$ cat src/srs_pkg.sv
package srs_pkg;

  // ----------------------------------------------------------------
  // state codes shared by current, prior and threshold event fields
  // ----------------------------------------------------------------
  localparam logic [7:0] ST_UNKNOWN = 8'h00;
  localparam logic [7:0] ST_NORMAL = 8'h01;
  localparam logic [7:0] ST_WARNING = 8'h02;
  localparam logic [7:0] ST_CRITICAL = 8'h03;
  localparam logic [7:0] ST_FATAL = 8'h04;
  localparam logic [7:0] ST_LOWER_WARNING = 8'h05;
  localparam logic [7:0] ST_LOWER_CRITICAL = 8'h06;
  localparam logic [7:0] ST_LOWER_FATAL = 8'h07;
  localparam logic [7:0] ST_UPPER_WARNING = 8'h08;
  localparam logic [7:0] ST_UPPER_CRITICAL = 8'h09;
  localparam logic [7:0] ST_UPPER_FATAL = 8'h0A;

  // ----------------------------------------------------------------
  // operating condition codes
  // ----------------------------------------------------------------
  localparam logic [7:0] OC_ENABLED = 8'h00;
  localparam logic [7:0] OC_DISABLED = 8'h01;
  localparam logic [7:0] OC_UNAVAILABLE = 8'h02;
  localparam logic [7:0] OC_STATUS_UNKNOWN = 8'h03;
  localparam logic [7:0] OC_FAILED = 8'h04;
  localparam logic [7:0] OC_INITIALIZING = 8'h05;
  localparam logic [7:0] OC_SHUTTING_DOWN = 8'h06;
  localparam logic [7:0] OC_IN_TEST = 8'h07;

  // ----------------------------------------------------------------
  // sample width codes
  // ----------------------------------------------------------------
  localparam logic [2:0] SW_UINT8 = 3'h0;
  localparam logic [2:0] SW_SINT8 = 3'h1;
  localparam logic [2:0] SW_UINT16 = 3'h2;
  localparam logic [2:0] SW_SINT16 = 3'h3;
  localparam logic [2:0] SW_UINT32 = 3'h4;
  localparam logic [2:0] SW_SINT32 = 3'h5;

  // ----------------------------------------------------------------
  // register map and fields
  // ----------------------------------------------------------------
  localparam logic [7:0] ADDR_CTRL = 8'h00;
  localparam logic [7:0] ADDR_STATUS = 8'h04;
  localparam logic [7:0] ADDR_MASK = 8'h08;
  localparam logic [7:0] ADDR_STATE = 8'h0C;
  localparam logic [7:0] ADDR_READING = 8'h10;
  localparam int CTRL_WIDTH_LSB = 0;
  localparam int CTRL_DEMAND_BIT = 3;
  localparam logic [2:0] CTRL_WIDTH_RESET = 3'h4;
  localparam int NUM_EVENTS = 3;
  localparam int EV_STATE_CHANGE = 0;
  localparam int EV_EVENT_CHANGE = 1;
  localparam int EV_COND_CHANGE = 2;
  localparam logic [NUM_EVENTS-1:0] MASK_RESET = 3'h0;

  // ----------------------------------------------------------------
  // timing
  // ----------------------------------------------------------------
  localparam int CLK_PERIOD_NS = 20;
  localparam int SAMPLE_PERIOD_NS = 1000;
  localparam int SAMPLE_CYCLES = SAMPLE_PERIOD_NS / CLK_PERIOD_NS;
  localparam int SAMPLE_CNT_W = 16;

  // ----------------------------------------------------------------
  // carriers
  // ----------------------------------------------------------------
  typedef struct packed {
    logic [7:0] state;
    logic [7:0] event_code;
  } srs_assess_t;

  typedef struct packed {
    logic [7:0] current_state_code;
    logic [7:0] prior_state_code;
    logic [7:0] threshold_event_code;
    logic [31:0] latest_measurement;
    logic [2:0] sample_width_code;
  } srs_resp_t;

endpackage

$ cat src/srs_sample_fmt.sv
`timescale 1ns/100ps
// fits a raw sample to the selected width, extending sign or zero
module srs_sample_fmt (
  // raw sample and width selection
  input wire logic [31:0] raw_i,
  input wire logic [2:0] width_i,
  // formatted value
  output logic [31:0] value_o
);

  // unknown width codes fall back to full 32 bits
  always_comb begin
    case (width_i)
      srs_pkg::SW_UINT8: value_o = {24'h00_0000, raw_i[7:0]};
      srs_pkg::SW_SINT8: value_o = {{24{raw_i[7]}}, raw_i[7:0]};
      srs_pkg::SW_UINT16: value_o = {16'h0000, raw_i[15:0]};
      srs_pkg::SW_SINT16: value_o = {{16{raw_i[15]}}, raw_i[15:0]};
      default: value_o = raw_i;
    endcase
  end

endmodule

$ cat src/srs_sensor_readout.sv
// Notes on behaviour
// - while enabled the current state code is Unknown only until first assessed
// - not enabled reports Unknown current state; requester ignores it
// - prior state always differs from current unless both are Unknown
// - a changed assessment loads prior with the state being left
// - prior may be Unknown only until the current state first changes
// - not enabled reports Unknown prior state; requester ignores it
// - threshold event code is always a defined code
// - event code may be Unknown only until first assessed
// - event code is Unknown whenever not enabled
// - all three fields share one 8-bit state enumeration
// - reading width and sign follow the sample width code; a held periodic reading keeps the width it was captured with
// - reading is a periodic sample or taken at request time
// - reading need not be correct while unavailable
// - disabled condition stops supplying reading and event values
//
// Added by the designer: the address-and-strobe port and the address map.
`timescale 1ns/100ps
module srs_sensor_readout (
  // clock and reset
  input wire logic clk_i,
  input wire logic reset_i,
  // operating condition and raw sample
  input wire logic [7:0] operating_condition_i,
  input wire logic [31:0] sample_i,
  // assessment stage
  input wire logic assess_valid_i,
  input wire srs_pkg::srs_assess_t assess_i,
  // reading request and response
  input wire logic req_i,
  output logic resp_valid_o,
  output srs_pkg::srs_resp_t resp_o,
  // register port
  input wire logic [7:0] addr_i,
  input wire logic [31:0] wdata_i,
  input wire logic wr_i,
  input wire logic rd_i,
  output logic [31:0] rdata_o,
  // interrupt
  output logic irq_o
);

  // ----------------------------------------------------------------
  // declarations
  // ----------------------------------------------------------------
  localparam int SRS_W = srs_pkg::SAMPLE_CNT_W;
  localparam logic [SRS_W-1:0] SAMPLE_LAST =
    SRS_W'(srs_pkg::SAMPLE_CYCLES - 1);
  logic enabled;
  logic supplies;
  logic [7:0] cur;
  logic [7:0] next_cur;
  logic [7:0] prior;
  logic [7:0] next_prior;
  logic [7:0] evt;
  logic [7:0] next_evt;
  logic [7:0] last_cond;
  logic [7:0] next_last_cond;
  logic state_chg;
  logic evt_chg;
  logic cond_chg;
  logic [SRS_W-1:0] sample_cnt;
  logic [SRS_W-1:0] next_sample_cnt;
  logic [31:0] meas;
  logic [31:0] next_meas;
  logic [31:0] fmt_value;
  logic [2:0] width_code;
  logic [2:0] next_width_code;
  logic on_demand;
  logic next_on_demand;
  logic [srs_pkg::NUM_EVENTS-1:0] mask;
  logic [srs_pkg::NUM_EVENTS-1:0] next_mask;
  logic [srs_pkg::NUM_EVENTS-1:0] status;
  logic [srs_pkg::NUM_EVENTS-1:0] ev_set;
  logic [srs_pkg::NUM_EVENTS-1:0] ev_clr;
  logic [31:0] rdata;
  logic [31:0] next_rdata;
  srs_pkg::srs_resp_t resp;
  srs_pkg::srs_resp_t next_resp;
  logic resp_valid;
  logic next_resp_valid;

  // only the enabled condition lets state fields through
  assign enabled = (operating_condition_i == srs_pkg::OC_ENABLED);
  // disabled stops the reading; unavailable keeps it but it is ignored
  assign supplies = (operating_condition_i != srs_pkg::OC_DISABLED);

  // ----------------------------------------------------------------
  // state tracking from the assessment stage
  // ----------------------------------------------------------------

  // an Unknown assessment is dropped so enabled fields never fall back
  always_comb begin
    next_cur = cur;
    next_prior = prior;
    next_evt = evt;
    state_chg = 1'b0;
    evt_chg = 1'b0;
    if (!enabled) begin
      next_cur = srs_pkg::ST_UNKNOWN;
      next_prior = srs_pkg::ST_UNKNOWN;
      next_evt = srs_pkg::ST_UNKNOWN;
    end else if (assess_valid_i) begin
      if (assess_i.state != srs_pkg::ST_UNKNOWN &&
          assess_i.state != cur) begin
        next_cur = assess_i.state;
        if (cur != srs_pkg::ST_UNKNOWN) begin
          next_prior = cur;
          state_chg = 1'b1;
        end
      end
      if (assess_i.event_code != srs_pkg::ST_UNKNOWN &&
          assess_i.event_code <= srs_pkg::ST_UPPER_FATAL) begin
        next_evt = assess_i.event_code;
        evt_chg = (assess_i.event_code != evt);
      end
    end
  end

  always_ff @(posedge clk_i or posedge reset_i) begin
    if (reset_i) begin
      cur <= srs_pkg::ST_UNKNOWN;
      prior <= srs_pkg::ST_UNKNOWN;
      evt <= srs_pkg::ST_UNKNOWN;
    end else begin
      cur <= next_cur;
      prior <= next_prior;
      evt <= next_evt;
    end
  end

  // ----------------------------------------------------------------
  // operating condition change detection
  // ----------------------------------------------------------------

  // reset value is disabled so that a first enable raises an event
  always_comb begin
    next_last_cond = operating_condition_i;
    cond_chg = (operating_condition_i != last_cond);
  end

  always_ff @(posedge clk_i or posedge reset_i) begin
    if (reset_i) begin
      last_cond <= srs_pkg::OC_DISABLED;
    end else begin
      last_cond <= next_last_cond;
    end
  end

  // ----------------------------------------------------------------
  // measurement sampling
  // ----------------------------------------------------------------
  srs_sample_fmt u_fmt (
    .raw_i(sample_i),
    .width_i(width_code),
    .value_o(fmt_value)
  );

  // periodic capture holds the value used when on-demand sampling is off
  always_comb begin
    next_sample_cnt = sample_cnt;
    next_meas = meas;
    if (!supplies) begin
      next_sample_cnt = '0;
      next_meas = 32'h0000_0000;
    end else if (sample_cnt == SAMPLE_LAST) begin
      next_sample_cnt = '0;
      next_meas = fmt_value;
    end else begin
      next_sample_cnt = sample_cnt + SRS_W'(1);
    end
  end

  always_ff @(posedge clk_i or posedge reset_i) begin
    if (reset_i) begin
      sample_cnt <= '0;
      meas <= 32'h0000_0000;
    end else begin
      sample_cnt <= next_sample_cnt;
      meas <= next_meas;
    end
  end

  // ----------------------------------------------------------------
  // reading response
  // ----------------------------------------------------------------

  // fields are gated by the live condition, so a stale register never
  // leaks out in the cycle that enable drops
  always_comb begin
    next_resp = resp;
    next_resp_valid = req_i;
    if (req_i) begin
      next_resp.current_state_code =
        enabled ? cur : srs_pkg::ST_UNKNOWN;
      next_resp.prior_state_code =
        enabled ? prior : srs_pkg::ST_UNKNOWN;
      next_resp.threshold_event_code =
        enabled ? evt : srs_pkg::ST_UNKNOWN;
      if (!supplies) begin
        next_resp.latest_measurement = 32'h0000_0000;
      end else if (on_demand) begin
        next_resp.latest_measurement = fmt_value;
      end else begin
        next_resp.latest_measurement = meas;
      end
      next_resp.sample_width_code = width_code;
    end
  end

  always_ff @(posedge clk_i or posedge reset_i) begin
    if (reset_i) begin
      resp <= '0;
      resp_valid <= 1'b0;
    end else begin
      resp <= next_resp;
      resp_valid <= next_resp_valid;
    end
  end

  assign resp_o = resp;
  assign resp_valid_o = resp_valid;

  // ----------------------------------------------------------------
  // control registers
  // ----------------------------------------------------------------

  // width change affects the next captured sample, not the held one
  always_comb begin
    next_width_code = width_code;
    next_on_demand = on_demand;
    next_mask = mask;
    if (wr_i && addr_i == srs_pkg::ADDR_CTRL) begin
      next_width_code = wdata_i[srs_pkg::CTRL_WIDTH_LSB +: 3];
      next_on_demand = wdata_i[srs_pkg::CTRL_DEMAND_BIT];
    end
    if (wr_i && addr_i == srs_pkg::ADDR_MASK) begin
      next_mask = wdata_i[srs_pkg::NUM_EVENTS-1:0];
    end
  end

  always_ff @(posedge clk_i or posedge reset_i) begin
    if (reset_i) begin
      width_code <= srs_pkg::CTRL_WIDTH_RESET;
      on_demand <= 1'b0;
      mask <= srs_pkg::MASK_RESET;
    end else begin
      width_code <= next_width_code;
      on_demand <= next_on_demand;
      mask <= next_mask;
    end
  end

  // ----------------------------------------------------------------
  // interrupt status
  // ----------------------------------------------------------------
  always_comb begin
    ev_set = '0;
    ev_set[srs_pkg::EV_STATE_CHANGE] = state_chg;
    ev_set[srs_pkg::EV_EVENT_CHANGE] = evt_chg;
    ev_set[srs_pkg::EV_COND_CHANGE] = cond_chg;
    ev_clr = '0;
    if (wr_i && addr_i == srs_pkg::ADDR_STATUS) begin
      ev_clr = wdata_i[srs_pkg::NUM_EVENTS-1:0];
    end
  end

  srs_sticky #(
    .W(srs_pkg::NUM_EVENTS)
  ) u_status (
    .clk_i(clk_i),
    .reset_i(reset_i),
    .set_i(ev_set),
    .clr_i(ev_clr),
    .flags_o(status)
  );

  assign irq_o = |(status & mask);

  // ----------------------------------------------------------------
  // register read port
  // ----------------------------------------------------------------

  // data stands only in the cycle after the strobe; unmapped reads zero
  always_comb begin
    next_rdata = 32'h0000_0000;
    if (rd_i) begin
      case (addr_i)
        srs_pkg::ADDR_CTRL: begin
          next_rdata[srs_pkg::CTRL_WIDTH_LSB +: 3] = width_code;
          next_rdata[srs_pkg::CTRL_DEMAND_BIT] = on_demand;
        end
        srs_pkg::ADDR_STATUS: begin
          next_rdata[srs_pkg::NUM_EVENTS-1:0] = status;
        end
        srs_pkg::ADDR_MASK: begin
          next_rdata[srs_pkg::NUM_EVENTS-1:0] = mask;
        end
        srs_pkg::ADDR_STATE: begin
          next_rdata = {operating_condition_i,
                        enabled ? evt : srs_pkg::ST_UNKNOWN,
                        enabled ? prior : srs_pkg::ST_UNKNOWN,
                        enabled ? cur : srs_pkg::ST_UNKNOWN};
        end
        srs_pkg::ADDR_READING: begin
          next_rdata = meas;
        end
        default: begin
          next_rdata = 32'h0000_0000;
        end
      endcase
    end
  end

  always_ff @(posedge clk_i or posedge reset_i) begin
    if (reset_i) begin
      rdata <= 32'h0000_0000;
    end else begin
      rdata <= next_rdata;
    end
  end

  assign rdata_o = rdata;

endmodule

$ cat src/srs_sticky.sv
`timescale 1ns/100ps
// sticky status bits, write one to clear; a set in the clear cycle wins
module srs_sticky #(
  parameter int W = 1
) (
  // clock and reset
  input wire logic clk_i,
  input wire logic reset_i,
  // event and clear
  input wire logic [W-1:0] set_i,
  input wire logic [W-1:0] clr_i,
  // state
  output logic [W-1:0] flags_o
);

  logic [W-1:0] flags;
  logic [W-1:0] next_flags;

  // set takes priority so an event in the clear cycle is kept
  always_comb begin
    next_flags = (flags & ~clr_i) | set_i;
  end

  always_ff @(posedge clk_i or posedge reset_i) begin
    if (reset_i) begin
      flags <= '0;
    end else begin
      flags <= next_flags;
    end
  end

  assign flags_o = flags;

endmodule

$ cat config.mk
export PLATFORM = sky130hd
export DESIGN_NAME = srs_sensor_readout
export DESIGN_NICKNAME = d
export VERILOG_FILES = /design/src/srs_pkg.sv /design/src/srs_sample_fmt.sv /design/src/srs_sensor_readout.sv /design/src/srs_sticky.sv
export SDC_FILE = /design/constraint.sdc
export NUM_CORES = 1
export LEC_CHECK = 0
export ABC_AREA = 1
export BUFFER_PORTS_ARGS = -buffer_cell sky130_fd_sc_hd__clkbuf_2
export CAP_MARGIN = 20
export CORE_UTILIZATION = 42
export CTS_CLUSTER_DIAMETER = 30
export CTS_CLUSTER_SIZE = 12
export DETAILED_ROUTE_END_ITERATION = 10
export PLACE_DENSITY = 0.62
export SYNTH_ARGS = -nofsm -noshare
export SYNTH_HDL_FRONTEND = slang
export SYNTH_HIERARCHICAL = 1
export SYNTH_SLANG_ARGS = --single-unit
$ cat constraint.sdc
create_clock -name clk_i -period 7 [get_ports clk_i]
set_input_delay 1.4 -clock clk_i [delete_from_list [all_inputs] [get_ports clk_i]]
set_output_delay 1.4 -clock clk_i [all_outputs]
set_load 0.02 [all_outputs]
## After elaboration in Yosys (flattened, before gate mapping)

Index checks and enable logic that the tools add are counted.

- Flip-flop bits (word level): 182
- Bits of input ports: 102

- Add/sub/neg operators: 1
- $lt $le $gt $ge: 1
- Eq/ne operators: 17
- Multiplexer cells: 32
- Bitwise logic cells: 4
- Reductions and logical operators: 15

Operators with widths:

| operator | number |
|---|---|
| $mux 32 | 5 |
| $pmux 32 s4 | 1 |
| $mux 8 | 13 |
| $pmux 28 s2 | 1 |
| $mux 16 | 2 |
| $ne 8x8->1 | 3 |
| $reduce_bool 8->1 | 3 |
| $add 16x1->16 const B | 1 |
| $eq 16x6->1 const B | 1 |
| $eq 8x4->1 const B | 2 |
| $logic_not 8->1 | 2 |
| $pmux 3 s5 | 1 |
| $eq 8x3->1 const B | 1 |
| $eq 8x5->1 const B | 1 |
| $le 8x4->1 const B | 1 |
| $ne 2x1->1 const B | 4 |
| $ne 8x1->1 const B | 1 |
| $mux 1 | 7 |
| $and 3x3->3 | 2 |
| $eq 3x2->1 const B | 2 |
| $logic_and 1x1->1 | 5 |
| $reduce_and 2->1 | 2 |
| $eq 3x1->1 const B | 1 |
| $logic_not 3->1 | 1 |
| 7 further kinds | 7 |

## Longest topological paths before layout

- Depth after elaboration: 6
- Gate-level depth with buffers: 10
- Gate-level depth less buffers: 10

## By module

The synthesis kept the hierarchy.

By module, submodules not included:

| module | instances | cells an instance | area each (µm²) | seq. area each (µm²) |
|---|---|---|---|---|
| srs_sensor_readout | 1 | 1009 | 8441.8 | 4481.8 |
| srs_sample_fmt | 1 | 70 | 465.4 | 0.0 |
| srs_sticky | 1 | 16 | 123.9 | 75.1 |

## Worst setup path after synthesis

No wires, ideal clock.

- Path kind: input to register
- Start point: in assess_i[10] in the netlist's numbering
- End point: reg u_status.flags[0], in the netlist u_status/flags_o[0]
- Setup time: 0.116 ns
- Arrival time: 2.218 ns
- Path slack: 4.666 ns
- Stages: 8
- Cells stage by stage: nor2_1 nand3_1 nor2_1 clkinv_1 nand3_2 nor2_1 inv_1 nand2_1

- Cells in the longest elaborated chain, start to end: 6

RTL lines:

| what | line | text |
|---|---|---|
| start: declaration | srs_sensor_readout.sv:28 | `input wire srs_pkg::srs_assess_t assess_i,` |
| $ne 8x8->1 or $reduce_bool 8->1 (tied branches) | srs_sensor_readout.sv:105, srs_sensor_readout.sv:104 |  |
| $logic_and 1x1->1 * | srs_sensor_readout.sv:104 | `if (assess_i.state != srs_pkg::ST_UNKNOWN &&` |
| $mux 1 * | srs_sensor_readout.sv:104 |  |
| $mux 1 * | srs_sensor_readout.sv:103 | `end else if (assess_valid_i) begin` |
| $mux 1 * | srs_sensor_readout.sv:99 | `if (!enabled) begin` |
| net state_chg | srs_sensor_readout.sv:59 | `logic state_chg;` |
| $or 3x3->3 * | srs_sticky.sv:21 | `next_flags = (flags & ~clr_i) \| set_i;` |
| net u_status.next_flags[0] | srs_sticky.sv:17 | `logic [W-1:0] next_flags;` |
| end signal: assignment | srs_sticky.sv:28 | `flags <= next_flags;` |
| end: declaration | srs_sticky.sv:16 | `logic [W-1:0] flags;` |

The timed path passes the listed nets; every way through them passes the cells marked *.
A chain may end at the register's enable or synchronous reset.

## Worst setup path in the final report

- Start point: in operating_condition_i[2]
- End point: reg meas[29]

- Cells in the longest elaborated chain, start to end: 2

RTL lines:

| what | line | text |
|---|---|---|
| start: declaration | srs_sensor_readout.sv:24 | `input wire logic [7:0] operating_condition_i,` |
| $ne 8x1->1 * | srs_sensor_readout.sv:86 | `assign supplies = (operating_condition_i != srs_pkg::OC_DISABLED);` |
| $ne 2x1->1 (no line) or $mux 32 (tied branches) | -- |  |
| end signal: assignment | srs_sensor_readout.sv:180 | `meas <= next_meas;` |
| end: declaration | srs_sensor_readout.sv:64 | `logic [31:0] meas;` |

Every way passes the cells marked *; elsewhere a longest branch is shown, timed or not.

==> summary.txt <==
CTS
  – CTS Sinks: 182
  – Clock root buffer master: clkbuf_16
  – CTS tree: done
  – CTS buffer count: 17
  – Clk_lat worst skew: 0.43 ns
  – Clock Tree Buf Depth: 2
  – Resized cells post-CTS: 0
  – # hold bufs at CTS: 0
  – CTS H-tree lvls: 4
  – Clk slew on worst S/H paths: 0.07 ns
  – Setup bufs post-CTS: 0

Layout
  – Most frequent cells in the layout: nand2_1 (310), dfrtp_1 (180), clkbuf_2 (166)
  – Cell Count, Final, Fillers Out: 1513
  – ANT cells: 0
  – FF+latch area: 0.00456 sq mm
  – Most common cell after layout, fill and taps aside: nand2_1
  – FILL cells: 2083
  – Synth-to-layout area growth: 16.8%
  – Nets: 1330
  – Layout cells sized above 1: 21.2%
  – Area of the multi-input gates: 0.00367 sq mm

Run status
  – Outcome: finished clean

GRT
  – Grt ovf: 0
  – Initial antenna violation count: 0
  – Pin count of the biggest net entering global routing: 82
  – GR Util All Layers: 22.7%
  – Number of global-route vias before repair: 7179
  – First-pass GRT wire length: 38700 um

Synthesis
  – Post-synthesis sequential area ratio: 50.5%
  – Seq cells post-synth: 182
  – Ys async rst share: 100%
  – Post-Syn Nets: 1199
  – Mapped Avg Cell Area: 8.25 sq um
  – Netlist cell types: 35
  – Synth Instances: 1095
  – Ys flop type: dfrtp_1
  – Synth Cell Area: 0.00903 sq mm
  – Synth top area cells: dfrtp_1 (50%), nand2_1 (13%), nand3_1 (4.7%)
  – EDFF count, synth: 0
  – Share of the synthesized area in the top cell type: 49.9%
  – Yosys warnings: 6
  – Synth area leader: dfrtp_1

Route
  – DR vias: 7662
  – Iter 0 DRT Violations: 488
  – Vias per cell: 5.06
  – Detailed Route WL: 24000 um
  – Routed len/inst: 15.9 um
  – Detailed Routing Iterations Pass 1: 6
  – Antenna Nets Post-Route: 0
  – Drc violations: 0

STA
  – Min cycle time layout: 3.52 ns
  – Period utilization: 50.2%
  – RSZ-0062 raised after global routing: no
  – Final hold vios: 0
  – Headroom to the max-slew limit: 30.8%
  – Fmax: 0.284 GHz
  – Skew final: 0.0110 ns
  – Total negative slack: 0 ns
  – Pins Over Slew Limit: 0
  – Worst slew pin tran: 1.04 ns
  – Number of setup violations in the final report: 0

Place
  – GP Congestion: 0.877
  – Port bufs: 166
  – DP Cell Count: 1480
  – HPWL after detailed placement: 16600 um

Floorplanning
  – Die area: 0.0221 sq mm
  – Die height: 149 um
  – CORE AREA: 0.0210 sq mm
  – Initial cell density of the core: 43.0%
  – Ports: 195
  – Die W: 149 um
  – FP Rows: 53

Worst setup path
  – Length in cells of the worst reg-to-reg path: 5
  – Crit end category: register
  – FF-to-FF Start: width_code[2]
  – CP Max Fanout: 34
  – FF-to-FF setup slack: 4.85 ns
  – RR Endpoint: resp_o[25]
  – Worst path required time: 7.30 ns
  – Crit Path Class: in -> reg
  – Startpoint types: primary input
  – Critical Path AT: 3.81 ns

Pwr
  – Sw Share: 27.0%
  – Power Dens Cells: 231 mW/mm^2
  – Gate power share: 11.6%
  – Sw power: 0.658 mW
  – Clock power frac: 41.2%
  – Leakage: 5.23 nW
  – Max VDD drop: 0.164 mV
  – Internal: 1.78 mW
  – Power share of the sequential group: 47.2%

Min path
  – HP Start: resp_o[0]
  – WHS Endpoint: resp_o[0]
  – Hold path cells: 2
  – Worst Hold Class: reg -> reg

Run
  – Max-cap viol count: 0
[per-stage QoR]
| step | setup WS, ns | utilization [%] | area (sq um) | total power, mW | hold WS, ns |
|---|---|---|---|---|---|
| after floorplan | 0.745 | - | 9030 | 1.36 | 0.460 |
| after global placement | 3.05 | 47.0 | 9890 | 1.44 | 0.459 |
| after detailed placement | 3.02 | 47.0 | 9890 | 1.45 | 0.464 |
| after CTS | 3.47 | 49.9 | 10500 | 2.45 | 0.478 |
| after global routing | 3.21 | 50.2 | 10500 | 2.54 | 0.501 |
| final | 3.48 | 50.2 | 10500 | 2.44 | 0.472 |
[power groups by stage]
| stage | logic [mW] | registers [mW] | clock network [mW] |
|---|---|---|---|
| after global placement | 0.278 | 1.17 | 0 |
| after CTS | 0.284 | 1.15 | 1.02 |
| final | 0.284 | 1.15 | 1.00 |
| after detailed placement | 0.282 | 1.17 | 0 |
| after global routing | 0.323 | 1.16 | 1.06 |
| after floorplan | 0.174 | 1.18 | 0 |
[metal layers]
metal / vias up / GRT usage [%] / wire length, um
met5: - / 0 / 0
met4: 0 / 6.39 / 284
met3: 20 / 4.39 / 1510
met2: 258 / 33.1 / 10400
met1: 3602 / 34.0 / 11800
li1: 3782 / - / -
[logic make-up (layout without fill, tap and decap cells)]
logic type               after synthesis  after routing  synth area share [%]
adder cells (fa/ha/maj)                2              2                 0.277
buffers and inverters                177            320                  8.94
flip-flops                           182            182                  50.5
AND/OR/NAND/NOR                      555            555                  28.3
AO/OA/AOI/OAI                        153            153                  9.49
XOR/XNOR                              26             26                  2.52
[area by class of cell]
| class | instances | area share [%] |
|---|---|---|
| Sequential cell | 182 | 43.2 |
| Inverter | 113 | 4.07 |
| Clock inverter | 13 | 1.60 |
| Tap cell | 275 | 3.26 |
| Clock buffer | 18 | 4.17 |
| Multi-Input combinational cell | 736 | 34.8 |
| Timing Repair Buffer | 176 | 8.90 |
[flip-flops by register name (all words and copies together) (netlist names)]
signal and flops:
cur 8, resp_valid_o 1, rdata_o 32, last_cond 8, meas 32, sample_cnt 16, on_demand 1, mask 3
u_status/flags_o 3, prior 8, evt 8, resp_o 59, width_code 3
[critical path, stage by stage]
cell and delay [ns]:
clkbuf_2 0.12, inv_1 0.06, nand2_1 0.05, nor3_1 0.18
nand3_2 0.65, nand2_1 0.81, buf_4 0.37, o21ai_0 0.13
[synth_stat cells (2+ instances only)]
| master | number |
|---|---|
| a21oi_1 | 32 |
| buf_1 | 5 |
| buf_2 | 20 |
| buf_4 | 15 |
| buf_6 | 6 |
| clkbuf_1 | 17 |
| dfrtp_1 | 180 |
| dfstp_2 | 2 |
| ha_1 | 2 |
| inv_1 | 110 |
| inv_2 | 2 |
| nand2_1 | 310 |
| nand2_2 | 3 |
| nand2_4 | 2 |
| nand3_1 | 84 |
| nand3_2 | 17 |
| nand4_1 | 25 |
| nor2_1 | 67 |
| nor2_2 | 10 |
| nor2_4 | 12 |
| nor3_1 | 17 |
| nor3b_1 | 2 |
| o211ai_1 | 32 |
| o21ai_0 | 84 |
| o31ai_1 | 4 |
| or2_2 | 2 |
| xnor2_1 | 13 |
| xor2_1 | 13 |
[worst max path at each step]
| stage | startpoint | endpoint | slack (ns) | depth (start not counted) |
|---|---|---|---|---|
| 3_3_place_gp | operating_condition_i[2] | meas[25] | 3.05 | 8 |
| 6_report | operating_condition_i[2] | meas[29] | 3.48 | 8 |
| 4_1_cts | operating_condition_i[3] | meas[29] | 3.47 | 8 |
| 5_1_grt | operating_condition_i[2] | meas[22] | 3.21 | 8 |
| 2_1_floorplan | reset_i | cur[0] | 0.74 | 1 |
| 3_5_place_dp | operating_condition_i[3] | meas[29] | 3.02 | 8 |
Power figures use the tool's default switching activity.
